**src/hw/acs_pkg.sv**
```systemverilog
// constants, states and carriers of the adc conversion sequencer
`default_nettype none
package acs_pkg;
  localparam int RES_W  = 10;
  localparam int CHAN_W = 4;
  localparam int SEL_W  = 3;
  localparam int DIV_W  = 7;
  localparam int PER_W  = 4;
  // conversion clock select codes
  localparam logic [SEL_W-1:0] SEL_DIV2  = 3'h0;
  localparam logic [SEL_W-1:0] SEL_DIV4  = 3'h4;
  localparam logic [SEL_W-1:0] SEL_DIV8  = 3'h1;
  localparam logic [SEL_W-1:0] SEL_DIV16 = 3'h5;
  localparam logic [SEL_W-1:0] SEL_DIV32 = 3'h2;
  localparam logic [SEL_W-1:0] SEL_DIV64 = 3'h6;
  localparam logic [1:0]       SEL_FRC   = 2'h3; // low two bits, top bit ignored
  // system clocks per bit period for each divider
  localparam logic [DIV_W-1:0] DIV2  = 7'h02;
  localparam logic [DIV_W-1:0] DIV4  = 7'h04;
  localparam logic [DIV_W-1:0] DIV8  = 7'h08;
  localparam logic [DIV_W-1:0] DIV16 = 7'h10;
  localparam logic [DIV_W-1:0] DIV32 = 7'h20;
  localparam logic [DIV_W-1:0] DIV64 = 7'h40;
  localparam logic [DIV_W-1:0] DIV_ONE = 7'h01;
  // bit period counts
  localparam logic [PER_W-1:0] LAST_PERIOD     = 4'ha; // eleventh period, index 10
  localparam logic [PER_W-1:0] FIRST_BIT_PER   = 4'h1;
  localparam logic [PER_W-1:0] RECOVER_PERIODS = 4'h2;
  localparam logic [PER_W-1:0] PER_ONE         = 4'h1;
  localparam logic [PER_W-1:0] PER_ZERO        = 4'h0;
  // one instruction cycle in system clocks
  localparam logic [PER_W-1:0] INSTR_CLKS = 4'h4;
  // format select
  localparam logic JUSTIFY_RIGHT = 1'b1;
  localparam logic [RES_W-1:0] MSB_TRIAL = 10'h200;
  localparam logic [RES_W-1:0] RES_ZERO  = 10'h000;
  localparam logic [7:0]       BYTE_ZERO = 8'h00;

  typedef enum logic [1:0] {ST_IDLE, ST_DELAY, ST_CONV, ST_RECOVER} acs_state_e;

  typedef struct packed {
    logic              converter_on;
    logic              result_justify_select;
    logic [CHAN_W-1:0] channel_select;
    logic [SEL_W-1:0]  conv_clock_select;
    logic              conversion_irq_enable;
  } acs_ctrl_s;

  typedef struct packed {
    logic go_done;
    logic conversion_done_flag;
    logic irq;
    logic wake;
    logic powered;
    logic sampling;
    logic timer_reset;
  } acs_stat_s;

  typedef struct packed {
    logic [7:0] result_high;
    logic [7:0] result_low;
  } acs_result_s;
endpackage
`default_nettype wire

```
**src/hw/acs_sequencer.sv**
```systemverilog
// adc conversion sequencer: clock select, sar stepping, abort, sleep and result
//////////////////////////////////////////////////////////////////////////////
// Contract
// - conversion clock is sysclk/2..64 by three-bit select, x11 picks internal oscillator.
// - a conversion takes eleven bit periods, one result bit in each of the last ten.
// - converter runs only while on; writing go starts a conversion.
// - completion clears go, sets done flag and loads the result pair.
// - done flag is set on every completion regardless of interrupt enable.
// - hardware never clears the done flag; software clears it.
// - with enable set, completion raises interrupt, and in sleep wakes the device.
// - result is left or right justified by the format bit.
// - clearing go early aborts and keeps the previous result.
// - after abort wait two bit periods, then acquisition resumes on selected channel.
// - reset returns everything to reset state and stops any conversion.
// - with internal oscillator, start waits one extra instruction cycle.
// - conversion continues in sleep only on the internal oscillator.
// - oscillator sleep, interrupt off: power down after completion, on bit stays.
// - sleep on another clock aborts and powers down, on bit stays.
// - special trigger sets go and resets the trigger timer counter.
// - selected channel is routed to the sample and hold input.
// - result registers are read only; no write path exists.
//////////////////////////////////////////////////////////////////////////////
`timescale 1ns/1ps
`default_nettype none
module acs_sequencer (
  input  wire logic                     mclk_i,
  input  wire logic                     rst_i,
  input  wire acs_pkg::acs_ctrl_s       ctrl_i,
  input  wire logic                     go_set_i,
  input  wire logic                     go_clear_i,
  input  wire logic                     flag_clear_i,
  input  wire logic                     trigger_i,
  input  wire logic                     sleep_i,
  input  wire logic                     frc_tick_i,
  input  wire logic                     compare_i,
  output wire acs_pkg::acs_stat_s       stat_o,
  output var  acs_pkg::acs_result_s     result_o,
  output var  logic [acs_pkg::RES_W-1:0]  trial_code_o,
  output var  logic [acs_pkg::CHAN_W-1:0] channel_o
);
  import acs_pkg::*;

  //////////////////////////////////////////////////////////////////////////////
  // helpers
  function automatic logic [DIV_W-1:0] div_ratio(input logic [SEL_W-1:0] sel);
    case (sel)
      SEL_DIV2:  div_ratio = DIV2;
      SEL_DIV4:  div_ratio = DIV4;
      SEL_DIV8:  div_ratio = DIV8;
      SEL_DIV16: div_ratio = DIV16;
      SEL_DIV32: div_ratio = DIV32;
      SEL_DIV64: div_ratio = DIV64;
      default:   div_ratio = DIV2;
    endcase
  endfunction

  function automatic acs_result_s fmt_result(input logic [RES_W-1:0] code, input logic right);
    acs_result_s r;
    r = '0;
    if (right) begin
      r.result_high = {6'h00, code[9:8]};
      r.result_low  = code[7:0];
    end else begin
      r.result_high = code[9:2];
      r.result_low  = {code[1:0], 6'h00};
    end
    fmt_result = r;
  endfunction

  //////////////////////////////////////////////////////////////////////////////
  // state
  acs_state_e        state;
  logic              go_done;
  logic              flag;
  logic              irq;
  logic              wake;
  logic              powered;
  logic              pwr_down;
  logic              sampling;
  logic              timer_reset;
  logic [DIV_W-1:0]  div_cnt;
  logic [PER_W-1:0]  period;
  logic [PER_W-1:0]  dly_cnt;
  logic              frc_sel;
  logic              tad_tick;
  logic              sleep_abort;
  logic              set_req;
  logic              start_ok;
  logic              done_evt;
  logic [PER_W-1:0]  bit_idx;
  logic [RES_W-1:0]  next_code;

  assign stat_o = '{go_done:              go_done,
                    conversion_done_flag: flag,
                    irq:                  irq,
                    wake:                 wake,
                    powered:              powered,
                    sampling:             sampling,
                    timer_reset:          timer_reset};

  // clock source and event decode
  // x11 selects the oscillator
  assign frc_sel     = (ctrl_i.conv_clock_select[1:0] == SEL_FRC);
  // sleep on a divided clock kills the conversion
  assign sleep_abort = sleep_i && !frc_sel;
  assign set_req     = (go_set_i || trigger_i) && ctrl_i.converter_on && !sleep_abort;
  assign start_ok    = go_done && powered && ctrl_i.converter_on && !sleep_abort;
  assign bit_idx     = LAST_PERIOD - period;
  assign done_evt    = (state == ST_CONV) && tad_tick && (period == LAST_PERIOD)
                       && go_done && ctrl_i.converter_on && !sleep_abort;

  // resolve current bit from comparator, msb first
  always_comb begin
    next_code = trial_code_o;
    next_code[bit_idx[3:0]] = compare_i;
  end

  //////////////////////////////////////////////////////////////////////////////
  // bit period divider
  // count clocks per bit period, restart on abort
  always_ff @(posedge mclk_i) begin
    if (rst_i || !(state == ST_CONV || state == ST_RECOVER) || tad_tick || (state == ST_CONV && !go_done)) begin
      div_cnt <= '0;
    end else begin
      div_cnt <= div_cnt + DIV_ONE;
    end
  end

  assign tad_tick = frc_sel ? frc_tick_i
                            : (div_cnt == div_ratio(ctrl_i.conv_clock_select) - DIV_ONE);

  //////////////////////////////////////////////////////////////////////////////
  // go/done bit
  always_ff @(posedge mclk_i) begin
    if (rst_i) begin
      go_done <= 1'b0;
    // converter off drops go; sleep abort drops it too
    end else if (!ctrl_i.converter_on || sleep_abort) begin
      go_done <= 1'b0;
    // set wins over completion and software clear
    end else if (set_req) begin
      go_done <= 1'b1;
    end else if (done_evt || go_clear_i) begin
      go_done <= 1'b0;
    end
  end

  //////////////////////////////////////////////////////////////////////////////
  // sequencer
  always_ff @(posedge mclk_i) begin
    if (rst_i) begin
      state   <= ST_IDLE;
      period  <= PER_ZERO;
      dly_cnt <= PER_ZERO;
    end else begin
      case (state)
        ST_IDLE: begin
          period  <= PER_ZERO;
          dly_cnt <= PER_ZERO;
          if (start_ok) begin
            // oscillator source waits one instruction cycle
            state <= frc_sel ? ST_DELAY : ST_CONV;
          end
        end
        ST_DELAY: begin
          dly_cnt <= dly_cnt + PER_ONE;
          if (!ctrl_i.converter_on || sleep_abort) begin
            state <= ST_IDLE;
          end else if (!go_done) begin
            state <= ST_RECOVER;
          end else if (dly_cnt == INSTR_CLKS - PER_ONE) begin
            state <= ST_CONV;
          end
        end
        ST_CONV: begin
          // sleep on a divided clock or power off ends the conversion outright
          if (!ctrl_i.converter_on || sleep_abort) begin
            state <= ST_IDLE;
          end else if (!go_done) begin
            state  <= ST_RECOVER;
            period <= PER_ZERO;
          end else if (tad_tick) begin
            if (period == LAST_PERIOD) begin
              state <= ST_IDLE;
            end
            period <= period + PER_ONE;
          end
        end
        ST_RECOVER: begin
          // hold two bit periods before acquiring again
          if (!ctrl_i.converter_on || sleep_abort) begin
            state <= ST_IDLE;
          end else if (tad_tick) begin
            if (period == RECOVER_PERIODS - PER_ONE) begin
              state <= ST_IDLE;
            end
            period <= period + PER_ONE;
          end
        end
        default: state <= ST_IDLE;
      endcase
    end
  end

  //////////////////////////////////////////////////////////////////////////////
  // successive approximation trial code
  always_ff @(posedge mclk_i) begin
    if (rst_i) begin
      trial_code_o <= RES_ZERO;
    end else if (state == ST_IDLE && start_ok) begin
      trial_code_o <= MSB_TRIAL;
    // bit 9 in period two through bit 0 in period eleven
    end else if (state == ST_CONV && tad_tick && period >= FIRST_BIT_PER && go_done) begin
      trial_code_o <= next_code;
      if (bit_idx != PER_ZERO) begin
        trial_code_o[bit_idx[3:0] - 4'h1] <= 1'b1;
      end
    end
  end

  //////////////////////////////////////////////////////////////////////////////
  // result pair read only, no write path
  always_ff @(posedge mclk_i) begin
    if (rst_i) begin
      result_o <= '0;
    // load on completion; justify per format bit
    end else if (done_evt) begin
      result_o <= fmt_result(next_code, ctrl_i.result_justify_select);
    end
  end

  //////////////////////////////////////////////////////////////////////////////
  // done flag and interrupt
  always_ff @(posedge mclk_i) begin
    if (rst_i) begin
      flag <= 1'b0;
    // set on every completion; set wins over clear
    end else if (done_evt) begin
      flag <= 1'b1;
    end else if (flag_clear_i) begin
      flag <= 1'b0;
    end
  end

  // level request and sleep wake pulse
  always_ff @(posedge mclk_i) begin
    if (rst_i) begin
      irq  <= 1'b0;
      wake <= 1'b0;
    end else begin
      irq  <= flag && ctrl_i.conversion_irq_enable;
      wake <= sleep_i && done_evt && ctrl_i.conversion_irq_enable;
    end
  end

  //////////////////////////////////////////////////////////////////////////////
  // power, channel, acquisition and trigger side effects
  always_ff @(posedge mclk_i) begin
    if (rst_i || !sleep_i) begin
      pwr_down <= 1'b0;
    // divided clock in sleep powers down
    end else if (sleep_abort) begin
      pwr_down <= 1'b1;
    // oscillator sleep with interrupt off powers down after completion
    end else if (done_evt && !ctrl_i.conversion_irq_enable) begin
      pwr_down <= 1'b1;
    end
  end

  always_ff @(posedge mclk_i) begin
    if (rst_i) begin
      powered     <= 1'b0;
      sampling    <= 1'b0;
      timer_reset <= 1'b0;
      channel_o   <= '0;
    end else begin
      // analog block enabled only while on
      powered     <= ctrl_i.converter_on && !pwr_down && !sleep_abort;
      // acquisition runs while idle and powered with no start pending
      sampling    <= powered && state == ST_IDLE && !start_ok;
      // trigger resets the trigger timer counter
      timer_reset <= trigger_i && ctrl_i.converter_on;
      // route selected channel to sample and hold
      channel_o   <= ctrl_i.channel_select;
    end
  end
endmodule
`default_nettype wire

```
**config.mk**
```make
export PLATFORM = sky130hd
export DESIGN_NAME = acs_sequencer
export DESIGN_NICKNAME = d
export VERILOG_FILES = /design/src/hw/acs_pkg.sv /design/src/hw/acs_sequencer.sv
export SDC_FILE = /design/constraint.sdc
export NUM_CORES = 1
export LEC_CHECK = 0
export ABC_AREA = 1
export CORE_UTILIZATION = 45
export DETAILED_ROUTE_END_ITERATION = 10
export DONT_BUFFER_PORTS = 1
export HOLD_SLACK_MARGIN = 0.02
export PLACE_DENSITY = 0.64
export SYNTH_ARGS = -nofsm -noshare
export SYNTH_HDL_FRONTEND = slang
export SYNTH_SLANG_ARGS = --single-unit
export TNS_END_PERCENT = 100
```
**constraint.sdc**
```tcl
create_clock -name mclk_i -period 2.5 [get_ports mclk_i]
set_input_delay 0.375 -clock mclk_i [delete_from_list [all_inputs] [get_ports mclk_i]]
set_output_delay 0.375 -clock mclk_i [all_outputs]
set_load 0.005 [all_outputs]
```
# Word level (Yosys, flattened, before mapping)
# Cells that the tools add are included.
# op_classes
eq_ne,21
bitwise,1
n_addsub,6
n_mux,36
order_cmp,5
n_reduce_logical,55
# op_table
op,n
case mux 7 bit (5 select lines),1
2-to-1 mux 10 bit,3
logical AND 1 bit,26
2-to-1 mux 2 bit,12
2-to-1 mux 16 bit,1
2-to-1 mux 4 bit,4
>= comparator 4 x 1 -> 1 bit (second input constant),3
case mux 4 bit (3 select lines),1
bitwise mux 10 bit,1
less-than comparator 4 x 5 -> 1 bit (second input constant),2
bitwise OR 10 bit,1
nonzero test 2 bit,5
equality test 3 bit (second input constant),3
logical NOT 1 bit,9
2-to-1 mux 1 bit,9
adder 4 x 1 -> 4 bit (second input constant),2
demux 1 bit (select 4 bit),2
logical OR 1 bit,8
case mux 2 bit (4 select lines),1
case mux 4 bit (2 select lines),1
adder 7 x 1 -> 7 bit (second input constant),1
equality test 7 bit,1
subtractor 7 x 1 -> 7 bit (second input constant),1
equality test 2 bit (second input constant),3
other kinds (20),23
# word_totals
regBits,55
word_cells,141
input_bits,19
output_inout_bits,37

# Longest topological paths before layout
# depth
depth_word,13
mapped_depth,16
ltp_nobuf,16

# Least setup slack after synthesis
# No wires, ideal clock.
# synth_path
kind,input to register
startpoint,input ctrl_i[1] in the netlist's numbering
endpoint,register result_o[6] in the netlist's numbering
arrival_ns,1.845
setup_ns,0.117
n_path_buf,1
cell_stages,12
required_time_ns,2.383
setup_slack_ns,0.538
cell_sequence,inv_1 > ha_1 > inv_1 > a21oi_1 > o21ai_0 > nor2_1 > nand3_1 > nand2_2 > nand3_2 > buf_2 > nor3_1 > nor2_1
# synth_between
elab_chain_len,10
elab_cells_between_ends,18
classes_between,add/sub (1); eq/ne (7); mux (2); reduce/logical (8)
# synth_rtl
element,line,rtl
from (decl),acs_sequencer.sv:28,"input wire acs_pkg::acs_ctrl_s ctrl_i,"
"equality test 3 bit, or another cell as far along",acs_sequencer.sv:46,case (sel)
case mux 7 bit (5 select lines),acs_sequencer.sv:46,
subtractor 7 x 1 -> 7 bit,acs_sequencer.sv:130,: (div_cnt == div_ratio(ctrl_i.conv_clock_select) - DIV_ONE);
equality test 7 bit,acs_sequencer.sv:130,
2-to-1 mux 1 bit,acs_sequencer.sv:129,assign tad_tick = frc_sel ? frc_tick_i
logical AND 1 bit (2 in series),acs_sequencer.sv:109,assign done_evt = (state == ST_CONV) && tad_tick && (period == LAST_PERIOD)
logical AND 1 bit (2 in series),acs_sequencer.sv:110,&& go_done && ctrl_i.converter_on && !sleep_abort;
logical AND 1 bit *,acs_sequencer.sv:110,
to (signal assigned),acs_sequencer.sv:228,"result_o <= fmt_result(next_code, ctrl_i.result_justify_select);"
to (decl),acs_sequencer.sv:37,"output var acs_pkg::acs_result_s result_o,"
# Every way passes the cells marked *; elsewhere a longest branch is shown, timed or not.
# A chain may end at the register's enable or synchronous reset.

# Final worst setup path
# layout_path
startpoint,register period[1]
endpoint,register result_o[0] in the netlist's numbering
# layout_between
elab_chain_len,7
elab_cells_between_ends,13
classes_between,add/sub (1); order compare (2); eq/ne (1); mux (4); reduce/logical (5)
# layout_rtl
element,line,rtl
from (decl),acs_sequencer.sv:82,logic [PER_W-1:0] period;
from (signal assigned),acs_sequencer.sv:186,period <= period + PER_ONE;
from (signal assigned),acs_sequencer.sv:197,period <= period + PER_ONE;
subtractor 4 bit,acs_sequencer.sv:108,assign bit_idx = LAST_PERIOD - period;
less-than comparator 4 x 5 -> 1 bit (not written as such) / >= comparator 4 x 1 -> 1 bit (equally long branches),acs_sequencer.sv:115,next_code[bit_idx[3:0]] = compare_i;
logical AND 1 bit (not written as such),acs_sequencer.sv:115,
2-to-1 mux 1 bit (not written as such),acs_sequencer.sv:115,
demux 1 bit (select 4 bit),acs_sequencer.sv:115,
bitwise mux 10 bit,acs_sequencer.sv:115,
2-to-1 mux 16 bit,acs_sequencer.sv:60,if (right) begin
# Several ways; a longest one is shown, not always the timed one.

==> summary.txt <==
Outcome: complete, no violations
Startpoint Class: register
CP delay by family, top: compound AO/OA/AOI/OAI gates
Initial Utilization: 47.10%
Synthesized cell area: 3008 µm²
Crit path depth: 10
Fin worst setup slack: 0.3441 ns
Root Buffer: clkbuf_8
Final core utilization: 48.73%
Post-synth EDFFs: 0
Crit path max-delay cell type: dfxtp_1
Share of cells above drive strength 1: 3.478%
HP Class: input port to register
Dpl hpwl: 5109 µm
Postcts setup bufs: 0
Hold Fails Final Rpt: 0
DRT iter0 DRCs: 151
Worst slew pin tran: 0.4854 ns
Worst clock skew: 0.006691 ns
Vias in the first global route: 2547
First-pass GRT wire length: 11700 µm
Final Cycle Share: 86.23%
CTS tree: yes
N_diodes: 0
Final setup TNS: 0 ns
Critical path, cell by cell: ha_1, nand2_1, inv_1, nor2_4, nor2_1, nand2_1, a21oi_1, nor2_1, o21ai_0, a21oi_1
Flop2flop setup slack: 0.34 ns
Clk_lat worst skew: 0.31 ns
WP data required: 2.70 ns
FF+latch count, synth: 55
Final nets: 490
Via-per-instance ratio: 5.037
Synth top cells by count: 119 x nand2_1, 79 x nor2_1, 66 x inv_1, 55 x dfxtp_1, 30 x a21oi_1
Row count: 29
Final Max Slew Viols: 0
Fin area: 3112 µm²
Drt wl/cell: 12.63 µm
Htree depth: 2
Ys flop type: dfxtp_1
Die area: 7015 µm²
Number of remaining DRC errors: 0
Top-count cell post-synth: nand2_1
Layout area overhead: 3.452%
Crit path capture: result_o[0]$_SDFFE_PP0P_
DR pass1 iterations: 4
Via count: 2705
Max Cap Viol: 0
Mean Syn Cell Area: 6.441 µm²
Chip height: 83.76 µm
I/O pin cnt: 56
Placed inst area: 3023 µm²
Crit. End Element: register
WHS: 0.1195 ns
Syn nets: 498
Async SR Flop Fraction: 0%
YS warnings: 0
Pre-CTS setup slack: 0.3382 ns
Total congestion overflow: 0
Reg-to-Reg End: result_o[0]$_SDFFE_PP0P_
Crit Path Class: register to register
Clock buffer count from CTS: 5
# resized after CTS: 0
Power per Cell Area: 544.9 nW/µm²
Yosys cell types: 28
Cells after synthesis: 467
Antenna violations before repair: 0
Sequential fraction of the synthesis area: 36.61%
Fmax: 463.9 MHz
Final wirelength: 6783 µm
RSZ-0062 raised after global routing: no
CP startpoint: period[1]$_SDFFE_PP0P_
Worst Path Buf+Inv: 1
CP max FO: 6
LEAKAGE: 1.346 nW
Worst EP arrival: 2.36 ns
Routability cong.: 0.9175
R2r worst-path depth: 10
Reg2reg start: period[1]$_SDFFE_PP0P_
Worst VDD drop: 0.2401 mV
Clock tree buffer depth: 2
Final setup fails: 0
Post-synth top area cell: dfxtp_1
Yosys top cell area share: 36.61%
Chip Width: 83.76 µm
IO Port Bufs: 0
# clock sinks: 55
Clk slew on worst S/H paths: 0.10 ns
Largest net degree at the start of global routing: 36
Post-layout minimum cycle time: 2.156 ns
Max_slew headroom: 67.39%
Synth top area cells: dfxtp_1 37%, nand2_1 15%, nor2_1 9.9%
Cts hold-fix bufs: 0
Max stage delay on crit path: 0.45 ns
Core ar.: 6386 µm²
Post-route ant nets: 0
Total GRT Usage: 20.40%
-- layer usage --
layer / GRT usage [%] / vias up / wire length [µm] / share of wire (%)
li1: - / 1434 / - / -
met1: 28.02 / 1202 / 3327 / 49
met2: 31.71 / 59 / 3015 / 44
met3: 4.946 / 10 / 339 / 5.0
met4: 6.009 / 0 / 101 / 1.5
met5: 0 / - / 0 / 0
-- logic make-up (layout without fill, tap and decap cells) --
group | count (synthesis) | count (layout) | share of synthesized area [%]
adder cells (fa/ha/maj) | 12 | 12 | 4.992
AO/OA/AOI/OAI | 65 | 65 | 11.36
flip-flops | 55 | 55 | 36.61
AND/OR/NAND/NOR | 243 | 243 | 33.07
XOR/XNOR | 7 | 7 | 2.288
buffers and inverters | 85 | 78 | 11.69
-- state kept, by name, summed over array words and instances, names as in the netlist --
signal,cells
channel_o,4
div_cnt,7
dly_cnt,4
flag,1
go_done,1
irq,1
period,4
powered,1
pwr_down,1
result_o,16
sampling,1
state,2
timer_reset,1
trial_code_o,10
wake,1
-- metrics by stage --
step,cells,power (mW)
floorplan,467,1.172
global placement,529,1.209
detailed placement,529,1.212
CTS,537,1.714
global route,537,1.785
finish,537,1.696
-- worst min path at each step --
| stage | endpoint | cells past startpoint | start |
|---|---|---|---|
| after detailed placement | powered$_SDFF_PP0_ | 1 | pwr_down$_SDFFE_PP0P_ |
| after CTS | channel_o[1]$_SDFF_PP0_ | 1 | rst_i |
| after global routing | result_o[11]$_SDFFE_PP0P_ | 1 | rst_i |
| after floorplan | powered$_SDFF_PP0_ | 1 | pwr_down$_SDFFE_PP0P_ |
| final | channel_o[1]$_SDFF_PP0_ | 1 | rst_i |
| after global placement | powered$_SDFF_PP0_ | 1 | pwr_down$_SDFFE_PP0P_ |
-- cells in the final DEF, fill, tap and decap left out, types with 2 or more instances in the layout --
master and n:
clkinvlp_4 2, ha_1 12, nor2_1 79, nand2_1 119, a31oi_1 2, buf_4 2
o21ai_0 25, clkbuf_8 5, dfxtp_1 55, xor2_1 6, o21ai_1 3, inv_1 66
nand4_1 5, a21oi_1 30, clkinv_1 2, nor3_1 12, nand3_1 23
-- layout make-up --
cell class / count / area [µm²]
Clock buffer: 5 / 68.82
Multi-Input combinational cell: 327 / 1555
Tap cell: 77 / 96.34
Fill cell: 670 / 3274
Sequential cell: 55 / 1101
Clock inverter: 3 / 20.02
Inverter: 68 / 255.2
Timing Repair Buffer: 2 / 15.01
-- report_power, final --
part | switching [mW] | internal [mW]
combinational | 0.178 | 0.0835
clock | 0.304 | 0.196
sequential | 0.0284 | 0.905
total | 0.511 | 1.18
Note: power is estimated with default switching activity, not from simulation.
